==> src/hdl/plc_pkg.sv <==
package plc_pkg;
    // ---------------------------------------------------------------
    // clock and timing
    // ---------------------------------------------------------------
    localparam int CLK_HZ = 40_000_000;
    localparam int CLK_MHZ = CLK_HZ / 1_000_000;
    localparam int T_SETUP_NS = 2000;
    localparam int T_PULSE_NS = 50000;
    localparam int T_PULSE_EXP_NS = 1000000;
    localparam int SETUP_CYCLES = (T_SETUP_NS * CLK_MHZ + 999) / 1000;
    localparam int PULSE_CYCLES = (T_PULSE_NS * CLK_MHZ + 999) / 1000;
    localparam int PULSE_EXP_CYCLES = (T_PULSE_EXP_NS * CLK_MHZ + 999) / 1000;
    localparam int BAUD_DEFAULT = 9600;
    localparam logic [15:0] BAUD_DIV_RESET = 16'((CLK_HZ + BAUD_DEFAULT / 2) / BAUD_DEFAULT);
    localparam logic [7:0] CR_CHAR = 8'h0D;
    // ---------------------------------------------------------------
    // register offsets
    // ---------------------------------------------------------------
    localparam logic [7:0] OFF_CTRL = 8'h00;
    localparam logic [7:0] OFF_ADDR = 8'h04;
    localparam logic [7:0] OFF_WDATA = 8'h08;
    localparam logic [7:0] OFF_CYCLE = 8'h0C;
    localparam logic [7:0] OFF_STATUS = 8'h10;
    localparam logic [7:0] OFF_TXDATA = 8'h14;
    localparam logic [7:0] OFF_RXDATA = 8'h18;
    localparam logic [7:0] OFF_BAUD = 8'h1C;
    localparam int CTRL_HOLD_RESET = 0;
    localparam int CTRL_PULL_PSS = 1;
    localparam int CTRL_SERIAL_SEL = 2;
    // ---------------------------------------------------------------
    // types
    // ---------------------------------------------------------------
    typedef enum logic [2:0] {
        CK_PROGRAM = 3'h0,
        CK_SECURITY = 3'h1,
        CK_VERIFY = 3'h2,
        CK_PROG_EXP = 3'h3,
        CK_VERIFY_EXP = 3'h4,
        CK_PROG_REG = 3'h5,
        CK_VERIFY_REG = 3'h6
    } cycle_kind_t;
    typedef enum logic [3:0] {
        ST_IDLE = 4'b0001,
        ST_SETUP = 4'b0010,
        ST_PULSE = 4'b0100,
        ST_HOLD = 4'b1000
    } par_state_t;
    typedef struct packed {
        logic reset_pin;
        logic pss_out;
        logic pss_oe;
        logic prog_strobe_n;
        logic vpp_enable;
        logic ea_high;
    } ctl_pins_t;
    typedef struct packed {
        logic [2:0] out;
        logic [2:0] oe;
    } mode_pins_t;
endpackage : plc_pkg

==> src/hdl/program_load_controller.sv <==
// What this block does
// - hold reset high and pull program-store strobe low to enter load configuration
// - in serial mode mode pins a and b are released, never driven
// - serial link uses only receive, transmit and ground
// - program cycle: strobe low, vpp on, mode a 1, b 0
// - verify cycle: ea high, mode a and b 0, no strobe
// - security cycle: like program with mode a and b both 1
// - expanded cycles: mode a 0, b 1, c 0; strobe only for program
// - register cycles: mode c 1 and port 2 address at 00H
// - expanded cycles get a much longer strobe and access time
// - software orders config, keys, program, verify, then lock
// - programming pulses go out on the address-latch pin
// - program-store strobe pulled open-drain and only while reset is held
// - external-access pin switched to programming voltage for program pulses
`timescale 1ns/1ps
`default_nettype none
module program_load_controller
    import plc_pkg::*;
#(
    parameter int PULSE_EXP_LEN = plc_pkg::PULSE_EXP_CYCLES
) (
    input wire logic hclk,
    input wire logic hresetn,
    input wire logic hsel,
    input wire logic [31:0] haddr,
    input wire logic [1:0] htrans,
    input wire logic hwrite,
    input wire logic [2:0] hsize,
    input wire logic [31:0] hwdata,
    input wire logic hready,
    output logic hreadyout,
    output logic hresp,
    output logic [31:0] hrdata,
    output plc_pkg::ctl_pins_t ctl_pins,
    output plc_pkg::mode_pins_t mode_pins,
    output logic [7:0] addr_lo,
    output logic [4:0] addr_hi,
    output logic [2:0] addr_ext,
    output logic [7:0] data_out,
    output logic data_oe,
    input wire logic [7:0] data_in,
    output logic txd,
    input wire logic rxd
);
    import plc_pkg::*;
    // ---------------------------------------------------------------
    // helpers
    // ---------------------------------------------------------------
    function automatic logic is_prog(input cycle_kind_t k);
        return k == CK_PROGRAM || k == CK_SECURITY || k == CK_PROG_EXP || k == CK_PROG_REG;
    endfunction : is_prog
    function automatic logic is_exp(input cycle_kind_t k);
        return k == CK_PROG_EXP || k == CK_VERIFY_EXP;
    endfunction : is_exp
    // returns {c, b, a}
    function automatic logic [2:0] mode_of(input cycle_kind_t k);
        case (k)
            CK_PROGRAM: return 3'h1;
            CK_SECURITY: return 3'h3;
            CK_PROG_EXP, CK_VERIFY_EXP: return 3'h2;
            CK_PROG_REG, CK_VERIFY_REG: return 3'h6;
            default: return 3'h0;
        endcase
    endfunction : mode_of
    // ---------------------------------------------------------------
    // ahb-lite slave
    // ---------------------------------------------------------------
    logic ph_wr_q, ph_rd_q;
    logic [7:0] ph_addr_q;
    logic [2:0] ctrl_q;
    logic [15:0] addr_q;
    logic [7:0] wdata_q;
    logic [15:0] baud_q;
    logic reset_held_q;
    par_state_t state_q;
    cycle_kind_t kind_q;
    logic [31:0] cnt_q;
    logic [7:0] vdata_q;
    logic [7:0] data_s1_q, data_s2_q;
    logic tx_busy_q, rx_valid_q;
    logic [7:0] rx_data_q;
    wire take = hsel & hready & htrans[1];
    wire wr_ctrl = ph_wr_q && ph_addr_q == OFF_CTRL;
    wire wr_addr = ph_wr_q && ph_addr_q == OFF_ADDR;
    wire wr_wdata = ph_wr_q && ph_addr_q == OFF_WDATA;
    wire wr_cycle = ph_wr_q && ph_addr_q == OFF_CYCLE;
    wire wr_tx = ph_wr_q && ph_addr_q == OFF_TXDATA;
    wire wr_baud = ph_wr_q && ph_addr_q == OFF_BAUD;
    wire rd_rx = ph_rd_q && ph_addr_q == OFF_RXDATA;
    wire busy = state_q != ST_IDLE;
    wire [31:0] status_w = {16'h0000, vdata_q, 5'h00, rx_valid_q, tx_busy_q, busy};
    assign hreadyout = 1'b1;
    assign hresp = 1'b0;
    always_comb begin
        if (!ph_rd_q) begin
            hrdata = 32'h0000_0000;
        end else if (ph_addr_q == OFF_CTRL) begin
            hrdata = {29'h0, ctrl_q};
        end else if (ph_addr_q == OFF_ADDR) begin
            hrdata = {16'h0000, addr_q};
        end else if (ph_addr_q == OFF_WDATA) begin
            hrdata = {24'h0, wdata_q};
        end else if (ph_addr_q == OFF_STATUS) begin
            hrdata = status_w;
        end else if (ph_addr_q == OFF_RXDATA) begin
            hrdata = {24'h0, rx_data_q};
        end else if (ph_addr_q == OFF_BAUD) begin
            hrdata = {16'h0000, baud_q};
        end else begin
            hrdata = 32'h0000_0000;
        end
    end
    always_ff @(posedge hclk or negedge hresetn) begin
        if (!hresetn) begin
            ph_wr_q <= 1'b0;
            ph_rd_q <= 1'b0;
            ph_addr_q <= 8'h00;
        end else begin
            ph_wr_q <= take & hwrite;
            ph_rd_q <= take & ~hwrite;
            ph_addr_q <= take ? {haddr[7:2], 2'b00} : ph_addr_q;
        end
    end
    always_ff @(posedge hclk or negedge hresetn) begin
        if (!hresetn) begin
            ctrl_q <= 3'h0;
            addr_q <= 16'h0000;
            wdata_q <= 8'h00;
            baud_q <= BAUD_DIV_RESET;
            reset_held_q <= 1'b0;
        end else begin
            reset_held_q <= ctrl_q[CTRL_HOLD_RESET];
            if (wr_ctrl) ctrl_q <= hwdata[2:0];
            if (wr_addr) addr_q <= hwdata[15:0];
            if (wr_wdata) wdata_q <= hwdata[7:0];
            if (wr_baud) baud_q <= (hwdata[15:0] < 16'h0002) ? 16'h0002 : hwdata[15:0];
        end
    end
    // ---------------------------------------------------------------
    // parallel load cycles
    // ---------------------------------------------------------------
    wire hold_reset = ctrl_q[CTRL_HOLD_RESET];
    wire serial_sel = ctrl_q[CTRL_SERIAL_SEL];
    wire start_cycle = wr_cycle & ~busy & hold_reset & ~serial_sel & (hwdata[2:0] != 3'h7);
    wire [31:0] pulse_len = is_exp(kind_q) ? 32'(PULSE_EXP_LEN) : 32'(PULSE_CYCLES);
    wire [31:0] setup_len = 32'(SETUP_CYCLES);
    wire reg_kind = kind_q == CK_PROG_REG || kind_q == CK_VERIFY_REG;
    wire prog_kind = is_prog(kind_q);
    always_ff @(posedge hclk or negedge hresetn) begin
        if (!hresetn) begin
            state_q <= ST_IDLE;
            kind_q <= CK_PROGRAM;
            cnt_q <= 32'h0;
            vdata_q <= 8'h00;
        end else begin
            case (state_q)
                ST_IDLE: begin
                    cnt_q <= 32'h0;
                    if (start_cycle) begin
                        kind_q <= cycle_kind_t'(hwdata[2:0]);
                        state_q <= ST_SETUP;
                    end
                end
                ST_SETUP: begin
                    cnt_q <= (cnt_q == setup_len - 32'h1) ? 32'h0 : cnt_q + 32'h1;
                    if (cnt_q == setup_len - 32'h1) state_q <= ST_PULSE;
                end
                ST_PULSE: begin
                    cnt_q <= (cnt_q == pulse_len - 32'h1) ? 32'h0 : cnt_q + 32'h1;
                    if (cnt_q == pulse_len - 32'h1) state_q <= ST_HOLD;
                end
                ST_HOLD: begin
                    cnt_q <= cnt_q + 32'h1;
                    if (cnt_q == setup_len - 32'h1) begin
                        state_q <= ST_IDLE;
                        if (!prog_kind) vdata_q <= data_s2_q;
                    end
                end
                default: state_q <= ST_IDLE;
            endcase
        end
    end
    always_ff @(posedge hclk or negedge hresetn) begin
        if (!hresetn) begin
            data_s1_q <= 8'h00;
            data_s2_q <= 8'h00;
        end else begin
            data_s1_q <= data_in;
            data_s2_q <= data_s1_q;
        end
    end
    // pin drive
    assign ctl_pins.reset_pin = hold_reset;
    assign ctl_pins.pss_out = 1'b0;
    assign ctl_pins.pss_oe = hold_reset & reset_held_q
        & (ctrl_q[CTRL_PULL_PSS] | (busy & kind_q != CK_VERIFY));
    assign ctl_pins.prog_strobe_n = ~(state_q == ST_PULSE && prog_kind);
    assign ctl_pins.vpp_enable = busy & prog_kind;
    assign ctl_pins.ea_high = busy & ~prog_kind;
    assign mode_pins.out = busy ? mode_of(kind_q) : 3'h0;
    assign mode_pins.oe = (busy && !serial_sel) ? 3'h7 : 3'h0;
    assign addr_lo = busy ? addr_q[7:0] : 8'h00;
    assign addr_hi = (busy && !reg_kind) ? addr_q[12:8] : 5'h00;
    assign addr_ext = (busy && is_exp(kind_q)) ? addr_q[15:13] : 3'h0;
    assign data_out = wdata_q;
    assign data_oe = busy & prog_kind;
    // ---------------------------------------------------------------
    // uart, 8n1, three wires
    // ---------------------------------------------------------------
    logic [9:0] tx_shift_q;
    logic [3:0] tx_bit_q, rx_bit_q;
    logic [15:0] tx_cnt_q, rx_cnt_q;
    logic rxd_s1_q, rxd_s2_q, rx_active_q;
    logic [8:0] rx_shift_q;
    wire tx_tick = tx_cnt_q == baud_q - 16'h1;
    wire rx_tick = rx_cnt_q == (rx_bit_q == 4'h0 ? {1'b0, baud_q[15:1]} : baud_q - 16'h1);
    wire rx_done = rx_active_q & rx_tick & (rx_bit_q == 4'h9);
    assign txd = tx_shift_q[0];
    always_ff @(posedge hclk or negedge hresetn) begin
        if (!hresetn) begin
            tx_busy_q <= 1'b0;
            tx_shift_q <= 10'h3FF;
            tx_bit_q <= 4'h0;
            tx_cnt_q <= 16'h0000;
        end else if (wr_tx && !tx_busy_q) begin
            tx_busy_q <= 1'b1;
            tx_shift_q <= {1'b1, hwdata[7:0], 1'b0};
            tx_bit_q <= 4'h0;
            tx_cnt_q <= 16'h0000;
        end else if (tx_busy_q) begin
            tx_cnt_q <= tx_tick ? 16'h0000 : tx_cnt_q + 16'h1;
            if (tx_tick) begin
                tx_shift_q <= {1'b1, tx_shift_q[9:1]};
                tx_bit_q <= tx_bit_q + 4'h1;
                tx_busy_q <= tx_bit_q != 4'h9;
            end
        end
    end
    always_ff @(posedge hclk or negedge hresetn) begin
        if (!hresetn) begin
            rxd_s1_q <= 1'b1;
            rxd_s2_q <= 1'b1;
        end else begin
            rxd_s1_q <= rxd;
            rxd_s2_q <= rxd_s1_q;
        end
    end
    always_ff @(posedge hclk or negedge hresetn) begin
        if (!hresetn) begin
            rx_active_q <= 1'b0;
            rx_bit_q <= 4'h0;
            rx_cnt_q <= 16'h0000;
            rx_shift_q <= 9'h000;
        end else if (!rx_active_q) begin
            rx_cnt_q <= 16'h0000;
            rx_bit_q <= 4'h0;
            rx_active_q <= ~rxd_s2_q;
        end else begin
            rx_cnt_q <= rx_tick ? 16'h0000 : rx_cnt_q + 16'h1;
            if (rx_tick) begin
                rx_bit_q <= rx_bit_q + 4'h1;
                if (rx_bit_q == 4'h0) rx_active_q <= ~rxd_s2_q;
                else rx_shift_q <= {rxd_s2_q, rx_shift_q[8:1]};
                if (rx_bit_q == 4'h9) rx_active_q <= 1'b0;
            end
        end
    end
    always_ff @(posedge hclk or negedge hresetn) begin
        if (!hresetn) begin
            rx_valid_q <= 1'b0;
            rx_data_q <= 8'h00;
        end else if (rx_done && rxd_s2_q) begin
            rx_valid_q <= 1'b1;
            rx_data_q <= rx_shift_q[8:1];
        end else if (rd_rx) begin
            rx_valid_q <= 1'b0;
        end
    end

    logic [31:0] low_len_q;
    always_ff @(posedge hclk or negedge hresetn) begin
        if (!hresetn) low_len_q <= 32'h0;
        else low_len_q <= ctl_pins.prog_strobe_n ? 32'h0 : low_len_q + 32'h1;
    end
endmodule : program_load_controller
`default_nettype wire

==> config.mk <==
export PLATFORM = sky130hd
export DESIGN_NAME = program_load_controller
export DESIGN_NICKNAME = d
export VERILOG_FILES = /design/src/hdl/plc_pkg.sv /design/src/hdl/program_load_controller.sv
export SDC_FILE = /design/constraint.sdc
export NUM_CORES = 1
export LEC_CHECK = 0
export ABC_AREA = 1
export BUFFER_PORTS_ARGS = -buffer_cell sky130_fd_sc_hd__buf_2
export CAP_MARGIN = 5
export CORE_MARGIN = 1.5
export CORE_UTILIZATION = 50
export CTS_BUF_LIST = sky130_fd_sc_hd__clkbuf_8
export CTS_CLUSTER_DIAMETER = 100
export DETAILED_ROUTE_END_ITERATION = 8
export PLACE_DENSITY = 0.71
export SLEW_MARGIN = 30
export SYNTH_ARGS = -nofsm -noshare
export SYNTH_HDL_FRONTEND = slang
export SYNTH_SLANG_ARGS = --single-unit
==> constraint.sdc <==
create_clock -name hclk -period 5.09 [get_ports hclk]
set_clock_uncertainty 0.15 [all_clocks]
set_input_delay 0.2545 -clock hclk [delete_from_list [all_inputs] [get_ports hclk]]
set_output_delay 0.2545 -clock hclk [all_outputs]
set_load 0.02 [all_outputs]
==> results of run 1 <==
## stage by stage
stage | util, % | hold WS (ns)
2_1_floorplan | - | -0.1911
3_3_place_gp | 54.03 | 0.1762
3_5_place_dp | 54.05 | 0.1676
4_1_cts | 57.47 | 0.07006
5_1_grt | 57.49 | 0.1109
6_report | 57.49 | 0.09113
## layer usage
metal	up-vias	track usage (%)	share of wire [%]
li1	4861	-	-
met4	0	8.627	2.2
met2	353	41.77	46
met1	4633	36.84	45
met3	53	4.606	6.3
met5	-	0	0
## final timing paths
| check | slack (ns) | depth (start not counted) | endpoint |
|---|---|---|---|
| hold / removal | 0.09 | 3 | ph_wr_q |
| hold reg to reg | 0.21 | 0 | data_s2_q[7] |
| setup reg to reg | 1.38 | 13 | rx_shift_q[7] |
| setup / recovery | 1.38 | 13 | rx_shift_q[7] |
| max in group asynchronous | 3.29 | 3 | tx_cnt_q[7] |
| min in group asynchronous | 0.23 | 2 | vdata_q[3] |
## cell usage in the layout, fill, tap and decap left out, types with 10 or more instances in the layout
cell           instances
inv_1                193
dfstp_2               17
xor2_1                36
a21oi_1               25
o22ai_1               21
nand4_1               35
conb_1                19
clkbuf_8              18
o21ai_0               81
buf_2                 88
nand3_1              143
dlygate4sd3_1         33
o21ai_2               10
nor3_1                32
dfrtp_1              168
nand2_1              359
mux2_2                15
o22ai_2               10
nor2_1               141
## worst max-delay path, delay by kind of cell (launching register included)
| family | cells | cell delay, ns |
|---|---|---|
| flops | 1 | 0.44 |
| fa+ha+maj | 1 | 0.34 |
| buf+inv | 3 | 0.66 |
| compound gates | 1 | 0.07 |
| simple gates | 8 | 1.90 |
## registers in the layout (all words and copies together) (netlist names), 6 cells and up
register	flops
baud_q	16
cnt_q	32
rx_shift_q	8
addr_q	16
ph_addr_q	6
rx_data_q	8
tx_cnt_q	16
rx_cnt_q	16
data_out	8
vdata_q	8
tx_shift_q	9
data_s2_q	8
data_s1_q	8
## cell families (layout without fill, tap and decap cells)
kind of cell,after synthesis,after routing,synth area share (%)
mux,15,15,1.554
other cells,2,19,0.06909
fa+ha+maj,9,9,1.036
compound gates,175,175,10.14
buf+inv,251,354,9.887
simple gates,763,763,31.31
flops,185,185,42.78
xor+xnor,40,40,3.223
## power groups by stage
stage | registers, mW | clock network (mW) | logic (mW)
2_1_floorplan | 1.66 | 0 | 0.602
3_3_place_gp | 1.68 | 0 | 0.860
3_5_place_dp | 1.69 | 0 | 0.870
4_1_cts | 1.66 | 1.03 | 0.892
5_1_grt | 1.67 | 1.09 | 0.991
6_report | 1.66 | 1.01 | 0.893
## cell type report
class / count / area share (%)
multi-input cells: 1021 / 42.94
flip-flops and latches: 185 / 38.24
repair buffers: 126 / 6.698
inverters: 196 / 6.050
well taps: 275 / 2.830
clock buffers: 17 / 1.924
clock inverters: 15 / 1.317
==> results_dict.tcl, run 1 <==
set metrics [dict create \
    io-pin-count 155 \
    grt_first_pass_wirelength_um 46610 \
    globalRouteTotalUtil_pct 26.43 \
    initialDrtViolationCount 909 \
    syn_avg_cell_area_um2 7.549 \
    synth_area_leader_cell "dfrtp_1" \
    cts_hold_repair.buffers 33 \
    crit_path_top_delay_cell "inv_2" \
    fin_crit_ns 3.714 \
    drive_gt1_share_pct 13.85 \
    ys_top_cells_by_area "dfrtp_1 39%, nand2_1 12%, inv_1 6.7%, nand3_1 6.6%, nor2_1 5.0%" \
    fmax_mhz 269.2 \
    regToRegStartpoint "rx_bit_q[0]" \
    drtPass1Iterations 6 \
    power.internal_mw 2.233 \
    netlist_instances 1440 \
    worst_pin_slew_ns 0.8259 \
    cts_buffer_depth 2 \
    drt_drc_violations_left 0 \
    totalNegativeSetupSlack_ns 0 \
    clk_pin_slew_ns 0.11 \
    portion_of_total_power_attributed_to_sequential_cells_pct 46.6 \
    yosysUniqueCellTypes 51 \
    n_fill_cell 1963 \
    synth_top_flop_cell "dfrtp_1" \
    post_cts_resized 0 \
    synth-async-reset-ratio_pct 100.0 \
    critical_path.startpoint "rx_bit_q[0]" \
    outcome "complete, no violations" \
    multi_input_area_mm2 0.005221 \
    timing.critical_path.fanout_max 31 \
    worst_endpoint_required_time_ns 5.31 \
    vdd_ir_drop_max_mv 0.2642 \
    cts_tree "built" \
    synth_seq_area_share_pct 42.78 \
    max_cap_violations 0 \
    slew_viol_final 0 \
    antennaDiodeCount 0 \
    ys_warn_count 0 \
    tritoncts.num_buffers 17 \
    report.final.hold_viol_count 0 \
    synth_top_area_share_pct 38.67 \
    final_min_period_over_clock_period_pct 72.98 \
    min_path_type "input pin to flop" \
    switching_power_mw 1.331 \
    fin_nets 1639 \
    netSwitchingFraction_pct 37.35 \
    final_setup_violating_endpoints 0 \
    preCtsSetupSlack_ns 1.501 \
    start_kind "flop" \
    grt.overflow.total 0 \
    timing.critical_path.to_type "flop" \
    placed_cell_area_mm2 0.01143 \
    initial_core_util_pct 51.39 \
    post_drt_wl_per_cell_um 15.63 \
    root_buffer_master "clkbuf_8" \
    maximum_number_of_pins_on_one_net_before_global_route_repair 82 \
    slew_headroom_pct 44.74 \
    seq_area_mm2 0.004651 \
    cp_data_arrival_time_ns 3.93 \
    final-instance-count-excl-fill 1835 \
    slowest_delay_ns 0.49 \
    final_antenna_net_count 0 \
    synth.most_common_cell "nand2_1" \
    count_of_state_elements_after_synthesis 185 \
    fp.dieH_um 150.4 \
    clk_latency_ns 0.48 \
    routed-via-count 9900 \
    number_of_global_route_vias_before_repair 9292 \
    wl_um 28690 \
    rsz0062_at_grt "no" \
    fraction_of_power_consumed_by_combinational_cells_pct 25.1 \
    post_synth_most_frequent_cells "359 x nand2_1, 193 x inv_1, 168 x dfrtp_1" \
    number_of_enable_type_register_cells_in_the_synthesized_netlist 0 \
    htreeDepth 4 \
    setup_ws_ns 1.376 \
    stdcell_area_mm2 0.01216 \
    totalPowerFinal_mw 3.564 \
    numPlacedInstances 1770 \
    clkPwrFrac_pct 28.4 \
    path_cells "inv_1, ha_1, nand2_2, inv_2, nand2_1, nand3_1, nand2_1, inv_1, nand4_1, nor3_1, nand3_2, nand2_1, o21ai_2" \
    die_w_um 150.4 \
    p_per_area_mw_per_mm2 293.1 \
    holdCritStartpoint "hready" \
    post-cts-setup-buffers 0 \
    area.growth.synth_to_final_pct 11.87 \
    crit_type "flop to flop" \
    routed_via_density 5.395 \
    dp.final_hpwl_um 20890 \
    buffer_ports.inserted 89 \
    floorplan.die_area_mm2 0.02263 \
    routabilityCongestion 0.9263 \
    floorplan.core_area_mm2 0.02115 \
    post_synth_instance_area_mm2 0.01087 \
    p_leak_nw 5.862 \
    cpMostUsedCell "nand2_1" \
    numClockSinks 185 \
    core.rowCount 53 \
    grt_antenna_before_repair 0 \
]
Note: power is estimated with default switching activity, not from simulation.
==> inputs of run 2 (changes only) <==
==> constraint.sdc (replaced) <==
create_clock -name hclk -period 3.45 [get_ports hclk]
set_clock_uncertainty 0.15 [all_clocks]
set_input_delay 0.1725 -clock hclk [delete_from_list [all_inputs] [get_ports hclk]]
set_output_delay 0.1725 -clock hclk [all_outputs]
set_load 0.02 [all_outputs]
==> results_dict.tcl, run 2 (same netlist as run 1, synthesis figures left out) <==
set metrics [dict create \
    routed_via_density 5.412 \
    worst_endpoint_required_time_ns 3.66 \
    buffer_ports.inserted 89 \
    max_cap_violations 0 \
    p_leak_nw 5.916 \
    maximum_number_of_pins_on_one_net_before_global_route_repair 81 \
    numClockSinks 185 \
    floorplan.core_area_mm2 0.02115 \
    drtPass1Iterations 5 \
    cp_data_arrival_time_ns 3.31 \
    final-instance-count-excl-fill 1845 \
    largest_reg_flops 32 \
    slowest_delay_ns 0.44 \
    final_setup_violating_endpoints 0 \
    mostFrequentLayoutCells "359 x nand2_1, 193 x inv_1, 168 x dfrtp_1, 143 x nand3_1, 142 x nor2_1" \
    reg2reg_to "rx_shift_q[3]" \
    initial_core_util_pct 51.39 \
    routabilityCongestion 0.9351 \
    initialDrtViolationCount 806 \
    tritoncts.num_buffers 17 \
    post-cts-setup-buffers 0 \
    final_common_cell "nand2_1" \
    path_cells "inv_1, ha_1, nand2_2, inv_2, nand2_1, nand3_1, nand2_1, inv_1, nand4_1, nor3_1, nand3_2, nand2_1, o21ai_2" \
    core.rowCount 53 \
    n_fill_cell 1930 \
    seq_area_mm2 0.004651 \
    p_per_area_mw_per_mm2 430.3 \
    number_of_global_route_vias_before_repair 9231 \
    worstHoldPathCells 3 \
    final_antenna_net_count 0 \
    report.final.hold_viol_count 0 \
    cts_buffer_depth 2 \
    regToRegStartpoint "rx_bit_q[0]" \
    cts_tree "built" \
    fin_crit_ns 3.102 \
    crit_type "flop to flop" \
    timing.critical_path.to_type "flop" \
    clk_latency_ns 0.47 \
    hold_path_end "ph_rd_q" \
    globalRouteTotalUtil_pct 26.21 \
    final_min_period_over_clock_period_pct 89.92 \
    grt_antenna_before_repair 0 \
    fp.dieH_um 150.4 \
    numPlacedInstances 1779 \
    timing.critical_path.fanout_max 22 \
    floorplan.die_area_mm2 0.02263 \
    largest_register "cnt_q" \
    root_buffer_master "clkbuf_8" \
    clk_pin_slew_ns 0.11 \
    r2r_slack_ns 0.35 \
    post_drt_wl_per_cell_um 15.43 \
    area.growth.synth_to_final_pct 12.57 \
    fin_nets 1649 \
    drt_drc_violations_left 0 \
    htreeDepth 4 \
    start_kind "flop" \
    vdd_ir_drop_max_mv 0.4266 \
    slew_viol_final 0 \
    die_w_um 150.4 \
    crit_path_top_delay_cell "dfrtp_1" \
    slew_headroom_pct 47.37 \
    totalPowerFinal_mw 5.265 \
    wl_um 28480 \
    cpMostUsedCell "nand2_1" \
    outcome "complete, no violations" \
    timing.reg2reg.worst_path_depth 13 \
    min_path_type "input pin to flop" \
    holdCritStartpoint "htrans[1]" \
    worst_pin_slew_ns 0.7886 \
    grt_first_pass_wirelength_um 46580 \
    io-pin-count 155 \
    cts_hold_repair.buffers 34 \
    rsz0062_at_grt "no" \
    fmax_mhz 322.3 \
    multi_input_area_mm2 0.005214 \
    dp.final_hpwl_um 21010 \
    antennaDiodeCount 0 \
    drive_gt1_share_pct 14.27 \
    routed-via-count 9986 \
    grt.overflow.total 0 \
    post_cts_resized 0 \
    hold_ws_ns 0.01628 \
    totalNegativeSetupSlack_ns 0 \
]
run 2: metrics by stage:
step | utilization, % | area (um2) | setup slack (ns)
5_1_grt | 57.85 | 12240 | 0.05344
2_1_floorplan | - | 10930 | 0.9906
4_1_cts | 57.85 | 12240 | 0.3924
6_report | 57.85 | 12240 | 0.3477
3_3_place_gp | 54.40 | 11510 | 0.5110
3_5_place_dp | 54.40 | 11510 | 0.4330
run 2: cell type report:
| type | count | area share [%] |
|---|---|---|
| clock buffer | 17 | 1.912 |
| clock inverter | 15 | 1.258 |
| inverter | 196 | 6.012 |
| multi-input combinational | 1021 | 42.61 |
| sequential | 185 | 38.01 |
| tap | 275 | 2.812 |
| timing repair buffer | 136 | 7.393 |
run 2: worst max path at each step:
stage | from | end | slack [ns] | cells after the start
3_5_place_dp | rx_bit_q[0] | rx_shift_q[8] | 0.43 | 13
2_1_floorplan | baud_q[0] | tx_cnt_q[10] | 0.99 | 15
5_1_grt | rx_bit_q[0] | rx_shift_q[1] | 0.05 | 13
4_1_cts | rx_bit_q[0] | rx_shift_q[3] | 0.39 | 13
6_report | rx_bit_q[0] | rx_shift_q[3] | 0.35 | 13
3_3_place_gp | rx_bit_q[0] | rx_shift_q[5] | 0.51 | 13
run 2: worst max-delay path, delay by kind of cell (launching register included):
kind                     cells  cell delay [ns]
adder cells (fa/ha/maj)      1             0.34
AO/OA/AOI/OAI                1             0.06
AND/OR/NAND/NOR              8             1.50
buffers and inverters        3             0.49
flip-flops                   1             0.44
run 2: metal layers:
metal	global-route usage [%]	part of all wire, %	wire (um)
met1	36.05	46	12970
met2	41.90	46	13200
met3	4.424	5.7	1613
met4	9.020	2.4	697
met5	0	0	0
run 2: where the power goes:
group	switching [mW]	leakage, nW	internal (mW)
registers	0.127	2.27	2.33
clock network	0.900	0.191	0.541
logic	0.976	3.46	0.396
==> inputs of run 3 (changes only) <==
==> constraint.sdc (replaced) <==
create_clock -name hclk -period 3.5 [get_ports hclk]
set_clock_uncertainty 0.15 [all_clocks]
set_input_delay 0.175 -clock hclk [delete_from_list [all_inputs] [get_ports hclk]]
set_output_delay 0.175 -clock hclk [all_outputs]
set_load 0.02 [all_outputs]
==> results_dict.tcl, run 3 (same netlist as run 1, synthesis figures left out) <==
set metrics [dict create \
    core.rowCount 53 \
    initialDrtViolationCount 930 \
    buffer_ports.inserted 89 \
    grt_first_pass_wirelength_um 46310 \
    routabilityCongestion 0.9339 \
    post_cts_resized 0 \
    finish.utilization_pct 58.18 \
    outcome "complete, no violations" \
    rsz0062_at_grt "no" \
    numPlacedInstances 1779 \
    crit_path_top_delay_cell "dfrtp_1" \
    fin_crit_ns 3.088 \
    io-pin-count 155 \
    die_w_um 150.4 \
    p_leak_nw 5.943 \
    worst_pin_slew_ns 0.7835 \
    area.growth.synth_to_final_pct 13.23 \
    critical_path_buf_inv_count 3 \
    slew_headroom_pct 47.77 \
    cts_buffer_depth 2 \
    fp.dieH_um 150.4 \
    final_antenna_net_count 0 \
    wl_um 28710 \
    globalRouteTotalUtil_pct 26.26 \
    largest_reg_flops 32 \
    wl_met1_um 12880 \
    cts_hold_repair.buffers 36 \
    number_of_global_route_vias_before_repair 9214 \
    totalNegativeSetupSlack_ns 0 \
    fmax_mhz 323.8 \
    dr_wl_met3_um 1708 \
    path_cells "inv_1, ha_1, nand2_2, inv_2, nand2_1, nand3_1, nand2_1, inv_1, nand4_1, nor3_1, nand3_2, nand2_1, o21ai_2" \
    maximum_number_of_pins_on_one_net_before_global_route_repair 95 \
    floorplan.die_area_mm2 0.02263 \
    drtPass1Iterations 5 \
    timing.critical_path.max_delay_family "simple AND/OR/NAND/NOR gates" \
    drt_drc_violations_left 0 \
    fin_nets 1651 \
    tritoncts.num_buffers 17 \
    numClockSinks 185 \
    routed-via-count 9980 \
    floorplan.core_area_mm2 0.02115 \
    htreeDepth 4 \
    max_cap_violations 0 \
    crit_type "flop to flop" \
    final_setup_violating_endpoints 0 \
    slowest_delay_ns 0.44 \
    grt.overflow.total 0 \
    root_buffer_master "clkbuf_8" \
    min_path_type "input pin to flop" \
    start_kind "flop" \
    post_drt_wl_per_cell_um 15.55 \
    report.final.hold_viol_count 0 \
    timing.critical_path.fanout_max 22 \
    grt_antenna_before_repair 0 \
    cp_data_arrival_time_ns 3.30 \
    vdd_ir_drop_max_mv 0.4210 \
    antennaDiodeCount 0 \
    initial_core_util_pct 51.39 \
    final-instance-count-excl-fill 1847 \
    drive_gt1_share_pct 14.25 \
    clk_pin_slew_ns 0.11 \
    worst_endpoint_required_time_ns 3.71 \
    final_common_cell "nand2_1" \
    post-cts-setup-buffers 0 \
    largest_register "cnt_q" \
    dp.final_hpwl_um 21070 \
    cpMostUsedCell "nand2_1" \
    final_min_period_over_clock_period_pct 88.24 \
    clk_latency_ns 0.49 \
    mostFrequentLayoutCells "359 x nand2_1, 193 x inv_1, 168 x dfrtp_1, 143 x nand3_1, 142 x nor2_1" \
    timing.critical_path.to_type "flop" \
    routed_via_density 5.403 \
    cts_tree "built" \
    met2_wirelength_um 13560 \
    slew_viol_final 0 \
    top_layer "met4" \
    p_per_area_mw_per_mm2 431.2 \
]
==> run 3: cell count changes in the layout (fill, tap and decap cells not counted), sizes merged <==
cell / delta
bufinv: +2
clkinv: -3
dlygate4sd3: +2
clkinvlp: +1
clkbuf: +1
inv: -1
==> run 3: report_power, final <==
part / internal [mW] / switching, mW / total, mW
combinational: 0.392 / 0.944 / 1.34
sequential: 2.29 / 0.121 / 2.41
clock: 0.686 / 0.873 / 1.56
total: 3.37 / 1.94 / 5.31
==> run 3: area by class of cell <==
| type | count | area [um2] |
|---|---|---|
| Clock buffer | 18 | 247.7 |
| Sequential cell | 185 | 4651 |
| Multi-Input combinational cell | 1021 | 5214 |
| Fill cell | 1937 | 8846 |
| Tap cell | 275 | 344.1 |
| Clock inverter | 14 | 178.9 |
| Inverter | 196 | 735.7 |
| Timing Repair Buffer | 138 | 937.1 |
==> run 3: final timing paths <==
path	start	to	slack (ns)	depth (start not counted)
min in group asynchronous	hresetn	addr_q[11]	0.22	2
min reg2reg	data_s1_q[4]	data_s2_q[4]	0.21	0
max reg2reg	rx_bit_q[0]	rx_shift_q[3]	0.41	13
max	rx_bit_q[0]	rx_shift_q[3]	0.41	13
min	htrans[1]	ph_addr_q[2]	0.05	3
max in group asynchronous	hresetn	cnt_q[13]	2.08	3
==> run 3: stage by stage <==
step	setup slack [ns]	hold WS (ns)	power [mW]	cell area, um2
2_1_floorplan	1.041	-0.2706	3.295	10930
3_3_place_gp	0.5624	0.1320	3.728	11520
3_5_place_dp	0.4749	0.1312	3.752	11520
4_1_cts	0.4287	0.02538	5.324	12310
5_1_grt	0.1392	0.08068	5.558	12310
6_report	0.4117	0.05049	5.307	12310
==> run 3: per-layer routing <==
layer	track usage, %	up-vias
met5	0	-
met4	8.333	0
met3	4.697	44
met2	42.29	337
met1	35.95	4710
li1	-	4889
==> run 3: tightest hold or removal path: cells and delay by family <==
family / cells / cell delay, ns
simple gates: 1 / 0.27
buf+inv: 1 / 0.10
compound gates: 1 / 0.12
